==> src/logic/clk_ctrl_pkg.sv <==
// Purpose: Constants and types for the PLL and camera clock control block
// Assumes: Word-wide register port, one system clock
// Notes:   Offsets are byte addresses on the register port
//
// How it works
// [RL1] Camera ratio is bits 7:0 plus one
// [RL2] Camera ratio register resets to 0x00000004
// [RL3] Reserved bits ignore writes, read zero
// [RL4] Software uses only full-word accesses here
// [RL5] Feedback 31:23, input 22:18 dividers read/write
// [RL6] Output divider codes give 1,2,2,4
// [RL7] Stable flag only when enabled and settled
// [RL8] Bypass picks 12 MHz while PLL runs
// [RL9] Enable starts lock; disable selects 12 MHz
// [RL10] Settle wait in slow cycles, reset 0x11
// [RL11] PLL control resets to 0x28080011
// [RL12] Status bits show off, bypass, on
// [RL13] Bit 28 set when PLL change completes
// [RL14] Bit 27 set when main divider change completes
// [RL15] Bit 26 set when source switch completes
// [RL16] Bit 2 stops main clocks during change
// [RL17] Bit 1 selects source switch speed
// [RL18] Bit 0 selects divider change speed
// [RL19] Switch/status register resets to 0x80000000
// [RL20] Effective dividers are fields plus two
// [RL21] Writing one to done flags does nothing
// [RL22] Stable only after full settle count
package clk_ctrl_pkg;

  // ----------------------------------------
  // Register map
  // ----------------------------------------
  localparam logic [31:0] ADDR_PLL_CONTROL   = 32'h1000_0010;
  localparam logic [31:0] ADDR_PLL_SWITCH    = 32'h1000_0014;
  localparam logic [31:0] ADDR_CAMERA_RATIO  = 32'h1000_007C;

  localparam logic [31:0] RST_PLL_CONTROL    = 32'h2808_0011;
  localparam logic [31:0] RST_PLL_SWITCH     = 32'h8000_0000;
  localparam logic [31:0] RST_CAMERA_RATIO   = 32'h0000_0004;

  // Writable bit masks
  localparam logic [31:0] MASK_PLL_CONTROL   = 32'hFFFF_03FF;
  localparam logic [31:0] MASK_CAMERA_RATIO  = 32'h0000_00FF;

  // ----------------------------------------
  // Field positions
  // ----------------------------------------
  localparam int FB_LSB        = 23;
  localparam int IN_LSB        = 18;
  localparam int OD_LSB        = 16;
  localparam int STABLE_BIT    = 10;
  localparam int BYPASS_BIT    = 9;
  localparam int ENABLE_BIT    = 8;
  localparam int OFF_BIT       = 31;
  localparam int BYP_STATE_BIT = 30;
  localparam int ON_BIT        = 29;
  localparam int PDONE_BIT     = 28;
  localparam int DDONE_BIT     = 27;
  localparam int SDONE_BIT     = 26;
  localparam int STOPALL_BIT   = 2;
  localparam int SWSPEED_BIT   = 1;
  localparam int DIVSPEED_BIT  = 0;

  localparam logic [9:0] DIV_OFFSET = 10'h002;

  // ----------------------------------------
  // Types
  // ----------------------------------------
  typedef struct packed {
    logic [8:0] feedback_divider;
    logic [4:0] input_divider;
    logic [1:0] output_divider;
    logic       pll_bypass;
    logic       pll_enable;
    logic [7:0] lock_wait_count;
  } pll_cfg_t;

  typedef struct packed {
    logic [9:0] fb_eff;
    logic [9:0] in_eff;
    logic [2:0] out_eff;
  } pll_ratio_t;

  typedef enum logic [2:0] {
    ST_OFF    = 3'h1,
    ST_LOCK   = 3'h2,
    ST_LOCKED = 3'h4
  } pll_state_t;

endpackage

==> src/logic/slow_edge_detect.sv <==
// Purpose: Synchronise the slow timebase clock and pulse on its rise
// Assumes: Slow clock far slower than the system clock
// Notes:   First stage feeds only the second
`timescale 1ns/100ps
module slow_edge_detect (
  // System
  input  wire logic clk_i,
  input  wire logic rst_i,
  // Slow clock level and tick
  input  wire logic slow_i,
  output logic      tick_o
);
  logic meta_q;
  logic sync_q;
  logic prev_q;

  always_ff @(posedge clk_i or posedge rst_i) begin
    if (rst_i) begin
      meta_q <= 1'b0;
      sync_q <= 1'b0;
      prev_q <= 1'b0;
      tick_o <= 1'b0;
    end else begin
      meta_q <= slow_i;
      sync_q <= meta_q;
      prev_q <= sync_q;
      tick_o <= sync_q & ~prev_q;
    end
  end
endmodule

==> src/logic/settle_timer.sv <==
// Purpose: Count slow timebase ticks until the PLL is settled
// Assumes: start_i is a one-cycle pulse
// Notes:   A new start restarts the count
`timescale 1ns/100ps
module settle_timer (
  // System
  input  wire logic       clk_i,
  input  wire logic       rst_i,
  // Control
  input  wire logic       start_i,
  input  wire logic       abort_i,
  input  wire logic       tick_i,
  input  wire logic [7:0] count_i,
  output logic            done_o
);
  logic [7:0] left_q;
  logic       busy_q;

  always_ff @(posedge clk_i or posedge rst_i) begin
    if (rst_i) begin
      left_q <= 8'h00;
      busy_q <= 1'b0;
      done_o <= 1'b0;
    end else begin
      done_o <= 1'b0;
      if (abort_i) begin
        busy_q <= 1'b0;
      end else if (start_i) begin
        left_q <= count_i;
        busy_q <= 1'b1;
      end else if (busy_q && left_q == 8'h00) begin
        busy_q <= 1'b0;
        done_o <= 1'b1;
      end else if (busy_q && tick_i) begin
        left_q <= left_q - 8'h01;
      end
    end
  end
endmodule

==> src/logic/pll_clock_control.sv <==
// Purpose: PLL control, PLL switch/status and camera clock ratio registers
// Assumes: Word accesses only; read data one cycle after the read strobe
// Notes:   Analog PLL and main divider sequencer sit outside
//
// Our own choice: the address-and-strobe port.
`timescale 1ns/100ps
module pll_clock_control
  import clk_ctrl_pkg::*;
(
  // System
  input  wire logic        CLK_SYS_I,
  input  wire logic        RST_I,
  // Register port
  input  wire logic [31:0] ADDR_I,
  input  wire logic [31:0] WDATA_I,
  input  wire logic        WR_I,
  input  wire logic        RD_I,
  output logic      [31:0] RDATA_O,
  // Timebase and completion events
  input  wire logic        SLOW_TIMEBASE_CLOCK_I,
  input  wire logic        DIVIDER_CHANGE_DONE_I,
  // PLL and clock controls
  output logic             PLL_POWER_O,
  output logic             USE_PLL_SOURCE_O,
  output logic      [9:0]  FEEDBACK_DIVIDE_O,
  output logic      [9:0]  INPUT_DIVIDE_O,
  output logic      [2:0]  OUTPUT_DIVIDE_O,
  output logic      [7:0]  CAMERA_DIVIDE_FIELD_O,
  output logic      [8:0]  CAMERA_RATIO_O,
  output logic             STOP_ALL_ON_DIVIDE_O,
  output logic             SWITCH_SPEED_MODE_O,
  output logic             DIVIDE_SPEED_MODE_O
);

  // ----------------------------------------
  // Helpers
  // ----------------------------------------
  function automatic logic [2:0] od_ratio(input logic [1:0] code);
    unique case (code)
      2'h0:    od_ratio = 3'h1;
      2'h1:    od_ratio = 3'h2;
      2'h2:    od_ratio = 3'h2;
      default: od_ratio = 3'h4;
    endcase
  endfunction

  function automatic pll_ratio_t ratios(input pll_cfg_t c);
    ratios.fb_eff  = {1'b0, c.feedback_divider} + DIV_OFFSET; // RL20
    ratios.in_eff  = {5'h00, c.input_divider} + DIV_OFFSET;   // RL20
    ratios.out_eff = od_ratio(c.output_divider);              // RL6
  endfunction

  // ----------------------------------------
  // State
  // ----------------------------------------
  pll_cfg_t   cfg_q;
  pll_cfg_t   cfg_d;
  logic [7:0] cam_q;
  logic       pdone_q;
  logic       ddone_q;
  logic       sdone_q;
  logic       stop_all_q;
  logic       sw_speed_q;
  logic       div_speed_q;
  pll_state_t state_q;
  logic       src_pll_q;
  logic       tick;
  logic       settle_done;
  logic       settle_start;
  logic       wr_ctl;
  logic       wr_sw;
  logic       wr_cam;
  logic       src_pll_d;
  pll_ratio_t ratio;

  assign wr_ctl = WR_I && (ADDR_I == ADDR_PLL_CONTROL);
  assign wr_sw  = WR_I && (ADDR_I == ADDR_PLL_SWITCH);
  assign wr_cam = WR_I && (ADDR_I == ADDR_CAMERA_RATIO);

  always_comb begin
    cfg_d = cfg_q;
    if (wr_ctl) begin
      cfg_d = pll_cfg_t'({WDATA_I[31:16], WDATA_I[9:0]}); // RL3 RL5
    end
  end

  // ----------------------------------------
  // Settle timing
  // ----------------------------------------
  slow_edge_detect u_edge (
    .clk_i  (CLK_SYS_I),
    .rst_i  (RST_I),
    .slow_i (SLOW_TIMEBASE_CLOCK_I),
    .tick_o (tick)
  );

  // Lock starts on off-to-on and on multiplier change while on
  assign settle_start = wr_ctl && cfg_d.pll_enable &&
    (!cfg_q.pll_enable ||
     cfg_d.feedback_divider != cfg_q.feedback_divider ||
     cfg_d.input_divider != cfg_q.input_divider ||
     cfg_d.output_divider != cfg_q.output_divider); // RL10

  settle_timer u_timer (
    .clk_i   (CLK_SYS_I),
    .rst_i   (RST_I),
    .start_i (settle_start),
    .abort_i (wr_ctl && !cfg_d.pll_enable), // RL9
    .tick_i  (tick),
    .count_i (cfg_d.lock_wait_count),
    .done_o  (settle_done)
  );

  // ----------------------------------------
  // Control register
  // ----------------------------------------
  always_ff @(posedge CLK_SYS_I or posedge RST_I) begin
    if (RST_I) begin
      cfg_q <= pll_cfg_t'({RST_PLL_CONTROL[31:16],
                           RST_PLL_CONTROL[9:0]}); // RL11
    end else begin
      cfg_q <= cfg_d;
    end
  end

  always_ff @(posedge CLK_SYS_I or posedge RST_I) begin
    if (RST_I) begin
      cam_q <= RST_CAMERA_RATIO[7:0]; // RL2
    end else if (wr_cam) begin
      cam_q <= WDATA_I[7:0]; // RL1 RL3
    end
  end

  // ----------------------------------------
  // PLL state machine
  // ----------------------------------------
  always_ff @(posedge CLK_SYS_I or posedge RST_I) begin
    if (RST_I) begin
      state_q <= ST_OFF;
    end else if (wr_ctl && !cfg_d.pll_enable) begin
      state_q <= ST_OFF; // RL9
    end else if (settle_start) begin
      state_q <= ST_LOCK; // RL9
    end else begin
      unique case (state_q)
        ST_OFF:    state_q <= ST_OFF;
        ST_LOCK:   if (settle_done) begin
          state_q <= ST_LOCKED; // RL22
        end
        ST_LOCKED: state_q <= ST_LOCKED;
        default:   state_q <= ST_OFF;
      endcase
    end
  end

  // Source follows PLL only when locked and not bypassed
  assign src_pll_d = (state_q == ST_LOCKED) && cfg_q.pll_enable &&
                     !cfg_q.pll_bypass; // RL8 RL9

  always_ff @(posedge CLK_SYS_I or posedge RST_I) begin
    if (RST_I) begin
      src_pll_q <= 1'b0;
    end else begin
      src_pll_q <= src_pll_d;
    end
  end

  // ----------------------------------------
  // Completion flags: set beats clear
  // ----------------------------------------
  always_ff @(posedge CLK_SYS_I or posedge RST_I) begin
    if (RST_I) begin
      pdone_q <= RST_PLL_SWITCH[PDONE_BIT];
      ddone_q <= RST_PLL_SWITCH[DDONE_BIT];
      sdone_q <= RST_PLL_SWITCH[SDONE_BIT];
    end else begin
      if (state_q == ST_LOCK && settle_done) begin
        pdone_q <= 1'b1; // RL13
      end else if (wr_sw && !WDATA_I[PDONE_BIT]) begin
        pdone_q <= 1'b0; // RL21
      end
      if (DIVIDER_CHANGE_DONE_I) begin
        ddone_q <= 1'b1; // RL14
      end else if (wr_sw && !WDATA_I[DDONE_BIT]) begin
        ddone_q <= 1'b0; // RL21
      end
      if (src_pll_d != src_pll_q) begin
        sdone_q <= 1'b1; // RL15
      end else if (wr_sw && !WDATA_I[SDONE_BIT]) begin
        sdone_q <= 1'b0; // RL21
      end
    end
  end

  always_ff @(posedge CLK_SYS_I or posedge RST_I) begin
    if (RST_I) begin
      stop_all_q  <= RST_PLL_SWITCH[STOPALL_BIT]; // RL19
      sw_speed_q  <= RST_PLL_SWITCH[SWSPEED_BIT];
      div_speed_q <= RST_PLL_SWITCH[DIVSPEED_BIT];
    end else if (wr_sw) begin
      stop_all_q  <= WDATA_I[STOPALL_BIT];  // RL16
      sw_speed_q  <= WDATA_I[SWSPEED_BIT];  // RL17
      div_speed_q <= WDATA_I[DIVSPEED_BIT]; // RL18
    end
  end

  // ----------------------------------------
  // Read port
  // ----------------------------------------
  always_ff @(posedge CLK_SYS_I or posedge RST_I) begin
    if (RST_I) begin
      RDATA_O <= 32'h0000_0000;
    end else begin
      RDATA_O <= 32'h0000_0000; // RL3
      if (RD_I) begin
        unique case (ADDR_I)
          ADDR_PLL_CONTROL: begin
            RDATA_O[31:16] <= cfg_q[25:10];
            RDATA_O[9:0]   <= cfg_q[9:0];
            RDATA_O[STABLE_BIT] <= (state_q == ST_LOCKED) &&
                                   cfg_q.pll_enable; // RL7
          end
          ADDR_PLL_SWITCH: begin
            RDATA_O[OFF_BIT]       <= (state_q == ST_OFF); // RL12
            RDATA_O[BYP_STATE_BIT] <= (state_q == ST_LOCKED) &&
                                      cfg_q.pll_bypass; // RL12
            RDATA_O[ON_BIT]        <= (state_q == ST_LOCKED) &&
                                      !cfg_q.pll_bypass; // RL12
            RDATA_O[PDONE_BIT]     <= pdone_q;
            RDATA_O[DDONE_BIT]     <= ddone_q;
            RDATA_O[SDONE_BIT]     <= sdone_q;
            RDATA_O[STOPALL_BIT]   <= stop_all_q;
            RDATA_O[SWSPEED_BIT]   <= sw_speed_q;
            RDATA_O[DIVSPEED_BIT]  <= div_speed_q;
          end
          ADDR_CAMERA_RATIO: RDATA_O[7:0] <= cam_q;
          default:           RDATA_O <= 32'h0000_0000;
        endcase
      end
    end
  end

  // ----------------------------------------
  // Registered outputs
  // ----------------------------------------
  assign ratio = ratios(cfg_q);

  always_ff @(posedge CLK_SYS_I or posedge RST_I) begin
    if (RST_I) begin
      PLL_POWER_O           <= 1'b0;
      USE_PLL_SOURCE_O      <= 1'b0;
      FEEDBACK_DIVIDE_O     <= 10'h000;
      INPUT_DIVIDE_O        <= 10'h000;
      OUTPUT_DIVIDE_O       <= 3'h0;
      CAMERA_DIVIDE_FIELD_O <= 8'h00;
      CAMERA_RATIO_O        <= 9'h000;
      STOP_ALL_ON_DIVIDE_O  <= 1'b0;
      SWITCH_SPEED_MODE_O   <= 1'b0;
      DIVIDE_SPEED_MODE_O   <= 1'b0;
    end else begin
      PLL_POWER_O           <= cfg_q.pll_enable; // RL9
      USE_PLL_SOURCE_O      <= src_pll_q;
      FEEDBACK_DIVIDE_O     <= ratio.fb_eff;
      INPUT_DIVIDE_O        <= ratio.in_eff;
      OUTPUT_DIVIDE_O       <= ratio.out_eff;
      CAMERA_DIVIDE_FIELD_O <= cam_q;
      CAMERA_RATIO_O        <= {1'b0, cam_q} + 9'h001; // RL1
      STOP_ALL_ON_DIVIDE_O  <= stop_all_q;
      SWITCH_SPEED_MODE_O   <= sw_speed_q;
      DIVIDE_SPEED_MODE_O   <= div_speed_q;
    end
  end

endmodule

==> config.mk <==
export PLATFORM = sky130hd
export DESIGN_NAME = pll_clock_control
export DESIGN_NICKNAME = d
export VERILOG_FILES = /design/src/logic/clk_ctrl_pkg.sv /design/src/logic/slow_edge_detect.sv /design/src/logic/settle_timer.sv /design/src/logic/pll_clock_control.sv
export SDC_FILE = /design/constraint.sdc
export NUM_CORES = 1
export LEC_CHECK = 0
export BUFFER_PORTS_ARGS = -buffer_cell sky130_fd_sc_hd__buf_2
export CAP_MARGIN = 25
export CORE_ASPECT_RATIO = 0.5
export CORE_MARGIN = 1
export CORE_UTILIZATION = 45
export DETAILED_ROUTE_END_ITERATION = 10
export GPL_TIMING_DRIVEN = 0
export PLACE_DENSITY = 0.71
export SYNTH_ARGS = -nofsm -noshare
export SYNTH_HDL_FRONTEND = slang
export SYNTH_SLANG_ARGS = --single-unit
==> constraint.sdc <==
create_clock -name CLK_SYS_I -period 5.5 [get_ports CLK_SYS_I]
set_input_delay 0.275 -clock CLK_SYS_I [delete_from_list [all_inputs] [get_ports CLK_SYS_I]]
set_output_delay 0.275 -clock CLK_SYS_I [all_outputs]
set_load 0.03 [all_outputs]
# Word-level counts from Yosys, hierarchy flattened

Cells that the tools add are included.

Register bits: 131
Input port bits: 70
Output and inout port bits: 77

Add/sub/neg operators: 4
Equal/unequal tests: 14
Muxes and demuxes: 27
Bitwise gates (word level): 3
Reductions and logical operators: 34

Operators with widths:

| operator               | count |
|---|---|
| $eq A32 B29 Y1 const B | 3 |
| $mux W32               | 1 |
| $mux W26               | 1 |
| $mux W8                | 3 |
| $logic_and A1 B1 Y1    | 16 |
| $mux W1                | 12 |
| $mux W3                | 4 |
| $pmux W3 S2            | 2 |
| $pmux W6 S2            | 1 |
| $add A9 B2 Y10 const B | 1 |
| $mux W10               | 1 |
| $pmux W5 S2            | 1 |
| $add A8 B1 Y9 const B  | 1 |
| $ne A9 B9 Y1           | 1 |
| $pmux W3 S3            | 1 |
| $logic_not A8 Y1       | 1 |
| $reduce_bool A2 Y1     | 4 |
| $sub A8 B1 Y8 const B  | 1 |
| $add A5 B2 Y6 const B  | 1 |
| $logic_not A1 Y1       | 6 |
| $ne A5 B5 Y1           | 1 |
| $ne A4 B2 Y1 const B   | 1 |
| $eq A3 B1 Y1 const B   | 1 |
| $eq A3 B2 Y1 const B   | 1 |
| 13 further kinds       | 16 |

# Depth between registers and ports, before layout

Word-level depth: 10
Gate-level depth with buffers: 9
Gate-level depth less buffers: 7

# Cells and area by module

Synthesis repeated with hierarchy kept, for this count alone.

Cells, all modules: 459
Area total of the unflattened synthesis: 5,382.7 µm²

By module, submodules not included:

| module            | instances | cells each | area an instance (µm²) | sequential area each (µm²) |
|---|---|---|---|---|
| pll_clock_control | 1         | 386        | 4,611.9                | 2,811.4 |
| settle_timer      | 1         | 67         | 653.1                  | 250.2 |
| slow_edge_detect  | 1         | 6          | 117.6                  | 100.1 |

# Least setup slack after synthesis

OpenSTA, ideal clock, no wires.

Path type: input-to-reg
From: in ADDR_I[8]
To: reg u_timer.left_q[3]
Library setup time: 0.125 ns
Arrival: 2.059 ns
Data required time: 5.375 ns
Path slack: 3.316 ns
Stages: 8
Cell sequence: nor4_2 nand4_2 and4bb_1 nor2b_1 buf_4 buf_6 mux2_1 mux2_2

RTL lines:

| element              | line                    | RTL |
|---|---|---|
| from (decl)          | pll_clock_control.sv:14 | `input wire logic [31:0] ADDR_I,` |
| to (signal assigned) | settle_timer.sv:29      | `left_q <= count_i;` |
| to (signal assigned) | settle_timer.sv:35      | `left_q <= left_q - 8'h01;` |
| to (decl)            | settle_timer.sv:16      | `logic [7:0] left_q;` |

# Worst setup path in the final report

From: reg cfg_q[20] in the netlist's numbering
To: reg u_timer.left_q[4]

Cells in the longest elaborated chain, start to end: 8

RTL lines:

| element                                                             | line                     | RTL |
|---|---|---|
| from (decl)                                                         | pll_clock_control.sv:56  | `pll_cfg_t cfg_q;` |
| from (signal assigned)                                              | pll_clock_control.sv:119 | `cfg_q <= pll_cfg_t'({RST_PLL_CONTROL[31:16],` |
| from (signal assigned)                                              | pll_clock_control.sv:122 | `cfg_q <= cfg_d;` |
| $mux W26                                                            | pll_clock_control.sv:82  | `if (wr_ctl) begin` |
| $ne A9 B9 Y1 (*)                                                    | pll_clock_control.sv:100 | `cfg_d.feedback_divider != cfg_q.feedback_divider \|\|` |
| $logic_or A1 B1 Y1 (*)                                              | pll_clock_control.sv:99  | `(!cfg_q.pll_enable \|\|` |
| $logic_or A1 B1 Y1 (*)                                              | pll_clock_control.sv:100 |  |
| $logic_or A1 B1 Y1 (*)                                              | pll_clock_control.sv:101 | `cfg_d.input_divider != cfg_q.input_divider \|\|` |
| $logic_and A1 B1 Y1 (*)                                             | pll_clock_control.sv:98  | `assign settle_start = wr_ctl && cfg_d.pll_enable &&` |
| $ne A2 B2 Y1 (no line) / $reduce_bool A2 Y1 (equally long branches) | --                       |  |
| $reduce_and A3 Y1 (no line)                                         | --                       |  |

Mark *: on every way between the ends. The rest lies on a longest branch, timed or not.
A chain may end at the register's enable or synchronous reset.

==> metrics.csv <==
stage;metric;value;unit
power;overall power consumption;2.339;mW
power;Gate power share;6.0;%
finish;layout cells sized above 1;35.02;%
finish;Layout area overhead;30.31;%
synthesis;Post-synth EDFFs;0;
die;area of the core;0.01108;mm2
die;total I/O pin count;147;
synthesis;Syn Inst Count;401;
setup_path;WS Path Type;flip-flop to flip-flop;
synthesis;synthesized flop and latch total;126;
finish;Filler cells;901;
synthesis;Syn Std Cell Area;0.005176;mm2
sta;Rel. slew slack;55.68;%
power;P_sw;508.1;uW
setup_path;critical path cell sequence;clkbuf_1 -> xor2_1 -> nor4b_1 -> nand3_1 -> o211ai_2 -> mux2_2;
routing;Routed Antenna Nets;0;
power;Int Pwr;1.831;mW
synthesis;Yosys Warn Count;0;
routing;drt pass-1 iters;4;
die;Initial Util;46.71;%
finish;final core utilization;60.87;%
place;DP Area;0.006071;mm2
die;die area;0.01196;mm2
cts;clk_lat worst skew;0.41;ns
routing;DR vias;3494;
place;Buffers on Ports;130;
synthesis;most frequent cell after synthesis;dfrtp_1;
setup_path;Worst setup EP type;flip-flop;
sta;Worst Tran Pin Value;0.6647;ns
cts;TritonCTS buffer count;17;
setup_path;CP required;5.79;ns
cts;Clock transition at path regs;0.06;ns
power;share of power burned in the clock network;52.5;%
outcome;status;completed;
setup_path;slowest CP cell;o211ai_2;
synthesis;synth unique cells;48;
cts;CTS root buf;clkbuf_16;
power;PwrDens;346.7;mW/mm2
routing;DRC viols;0;
sta;Worst Skew;0.008281;ns
setup_path;Arrival @ worst endpoint;2.56;ns
finish;NumNets Final;638;
routing;Total Routed Length;10.97;mm
power;leakage power;3.542;nW
global_routing;initial antenna violation count;0;
place;RD Place Congestion;0.7825;
place;DP HPWL;7.739;mm
global_routing;largest net degree at the start of global routing;79;
global_routing;global-route wire length before repair;17.93;mm
synthesis;Synth area leaders;dfrtp_1 58%, mux2_1 7.2%, xor2_1 4.6%;
finish;antenna cells;0;
routing;Starting DRT DRC Count;140;
place;setup slack at placement;2.988;ns
sta;setup tns final;0;ns
sta;FMAX;0.4415;GHz
power;Switching Share;21.72;%
routing;Routed wire per std cell;15.26;um
sta;final hold violation count;0;
cts;TritonCTS clock tree;built;
finish;post-route cell area;0.006745;mm2
global_routing;total track usage;20.02;%
cts;H-Tree Depth;4;
synthesis;dominant cell type by area after synthesis;dfrtp_1;
synthesis;prevailing post-synth register cell;dfrtp_1;
die;width of the die;153.7;um
sta;Tcrit/Tclk final;41.18;%
sta;RSZ-0062 raised after global routing;no;
sta;final setup vio count;0;
synthesis;sequential area share after synthesis;61.08;%
routing;vias per cell;4.860;
sta;fin crit period;2.265;ns
synthesis;asr flop ratio synth;100.0;%
global_routing;global route total overflow;0;
synthesis;Yosys top cell area share;57.53;%
die;Die Span Y;77.84;um
synthesis;Commonest cells post-synth;119 x dfrtp_1, 33 x mux2_1, 30 x nor2_1;
setup_path;CP max FO;8;
power;Sequential Power Share;41.4;%
power;worst vdd ir;191.2;uV
setup_path;Crit path max-delay family;simple AND/OR/NAND/NOR gates;
cts;clk buf depth;2;
die;Core Rows;27;
synthesis;Avg Cell Area, Syn;12.91;um2
setup_path;CP max stage delay;0.46;ns
global_routing;vias in the first global route;3550;
cts;Setup Fix Bufs, Post-CTS;0;
setup_path;CP bufs+invs;1;
cts;CTS sink cnt;126;
worst_hold_path;worst hold-check path type;primary input to flip-flop;
setup_path;Startpoint Class;flip-flop;
sta;final worst slack;3.235;ns
job;Max Cap Viol;0;
sta;Max Slew Vio Count;0;
flip-flops by register name, indices dropped and copies added, names as in the netlist, 3 cells and up:
register	cells
cam_q	8
RDATA_O	27
state_q	3
OUTPUT_DIVIDE_O	3
FEEDBACK_DIVIDE_O	10
CAMERA_RATIO_O	9
CAMERA_DIVIDE_FIELD_O	8
u_timer.left_q	8
INPUT_DIVIDE_O	6
cfg_q	26
routing by layer:
metal	wire length [um]	track usage [%]
met1	4906	24.33
met2	5487	33.77
met3	444	6.592
met4	130	6.700
met5	0	0
stage by stage:
| stage | cells | hold WS, ns |
|---|---|---|
| global placement | 684 | 0.3377 |
| finish | 719 | 0.05914 |
| detailed placement | 685 | 0.3347 |
| floorplan | 409 | 0.3064 |
| global route | 719 | 0.05607 |
| CTS | 719 | 0.04814 |
cells by family (layout without fill, tap and decap cells):
group                    count (synthesis)  in the layout  synth area share (%)
buffers and inverters                   32            197                 3.360
AO/OA/AOI/OAI                           26             26                 3.239
XOR/XNOR                                38             38                 6.430
adder cells (fa/ha/maj)                  7              7                 1.692
multiplexers                            48             48                 10.22
flip-flops                             126            126                 61.08
other                                    1              9               0.07245
AND/OR/NAND/NOR                        123            123                 13.90
area by class of cell:
cell class	count	area [um2]	area share [%]
Clock inverter	14	215.2	3.190
Sequential cell	126	3162	46.87
Tap cell	145	181.4	2.690
Multi-Input combinational cell	251	1871	27.73
Inverter	14	57.56	0.8533
Clock buffer	18	439.2	6.511
Buffer	18	121.4	1.799
Timing Repair Buffer	133	698.2	10.35
worst register-to-register path: stages, from the launching register on:
cell and delay [ns]:
dfrtp_1 0.35, clkbuf_1 0.18, xor2_1 0.22, nor4b_1 0.36, nand3_1 0.19, o211ai_2 0.46, mux2_2 0.39
layout by cell type, fill, tap and decap left out, types with 3 or more instances in the layout:
cell type  netlist  layout
buf_2            1     131
dfrtp_1        119     119
mux2_1          33      33
nor2_1          30      30
xor2_1          27      27
clkbuf_16        0      17
nand2_1         15      15
inv_1           13      12
nand3_1         12      12
xnor2_1         11      11
nor4_1          10      10
nor3_1          10      10
buf_4           10      10
o21ai_1          9       9
mux2i_1          9       9
and2_1           9       9
conb_1           1       9
a21oi_1          7       7
ha_1             7       7
dfstp_2          7       7
mux2_2           6       6
a22oi_1          5       5
bufinv_16        0       5
clkbuf_1         4       4
nand2b_1         4       4
nand4_1          4       4
nor3b_1          4       4
nor4_2           3       3
nor2b_1          3       3
and3_1           3       3
clkinv_4         0       3
clkinv_2         0       3
worst paths after layout:
check	startpoint	to	slack, ns	depth (start not counted)
setup / recovery	cfg_q[20]	u_timer.left_q[4]	3.24	6
hold / removal	DIVIDER_CHANGE_DONE_I	ddone_q	0.06	2
setup reg to reg	cfg_q[20]	u_timer.left_q[4]	3.24	6
hold reg to reg	u_edge.meta_q	u_edge.sync_q	0.35	0
max in group asynchronous	RST_I	cfg_q[4]	4.31	4
min in group asynchronous	RST_I	USE_PLL_SOURCE_O	0.45	3
power by group through the flow:
| stage | sequential (mW) | combinational, mW | clock, mW |
|---|---|---|---|
| after global placement | 0.986 | 0.133 | 0 |
| after CTS | 0.970 | 0.143 | 1.25 |
| final | 0.969 | 0.141 | 1.23 |
| after detailed placement | 0.986 | 0.142 | 0 |
| after floorplan | 0.981 | 0.0923 | 0 |
| after global routing | 0.972 | 0.160 | 1.30 |
repair_timing:
item / in CTS / in global routing
hold buffers: 2 / 0
endpoints found under the hold margin: 46 / 0
resized for setup: 0 / 0
Power figures use the tool's default switching activity.
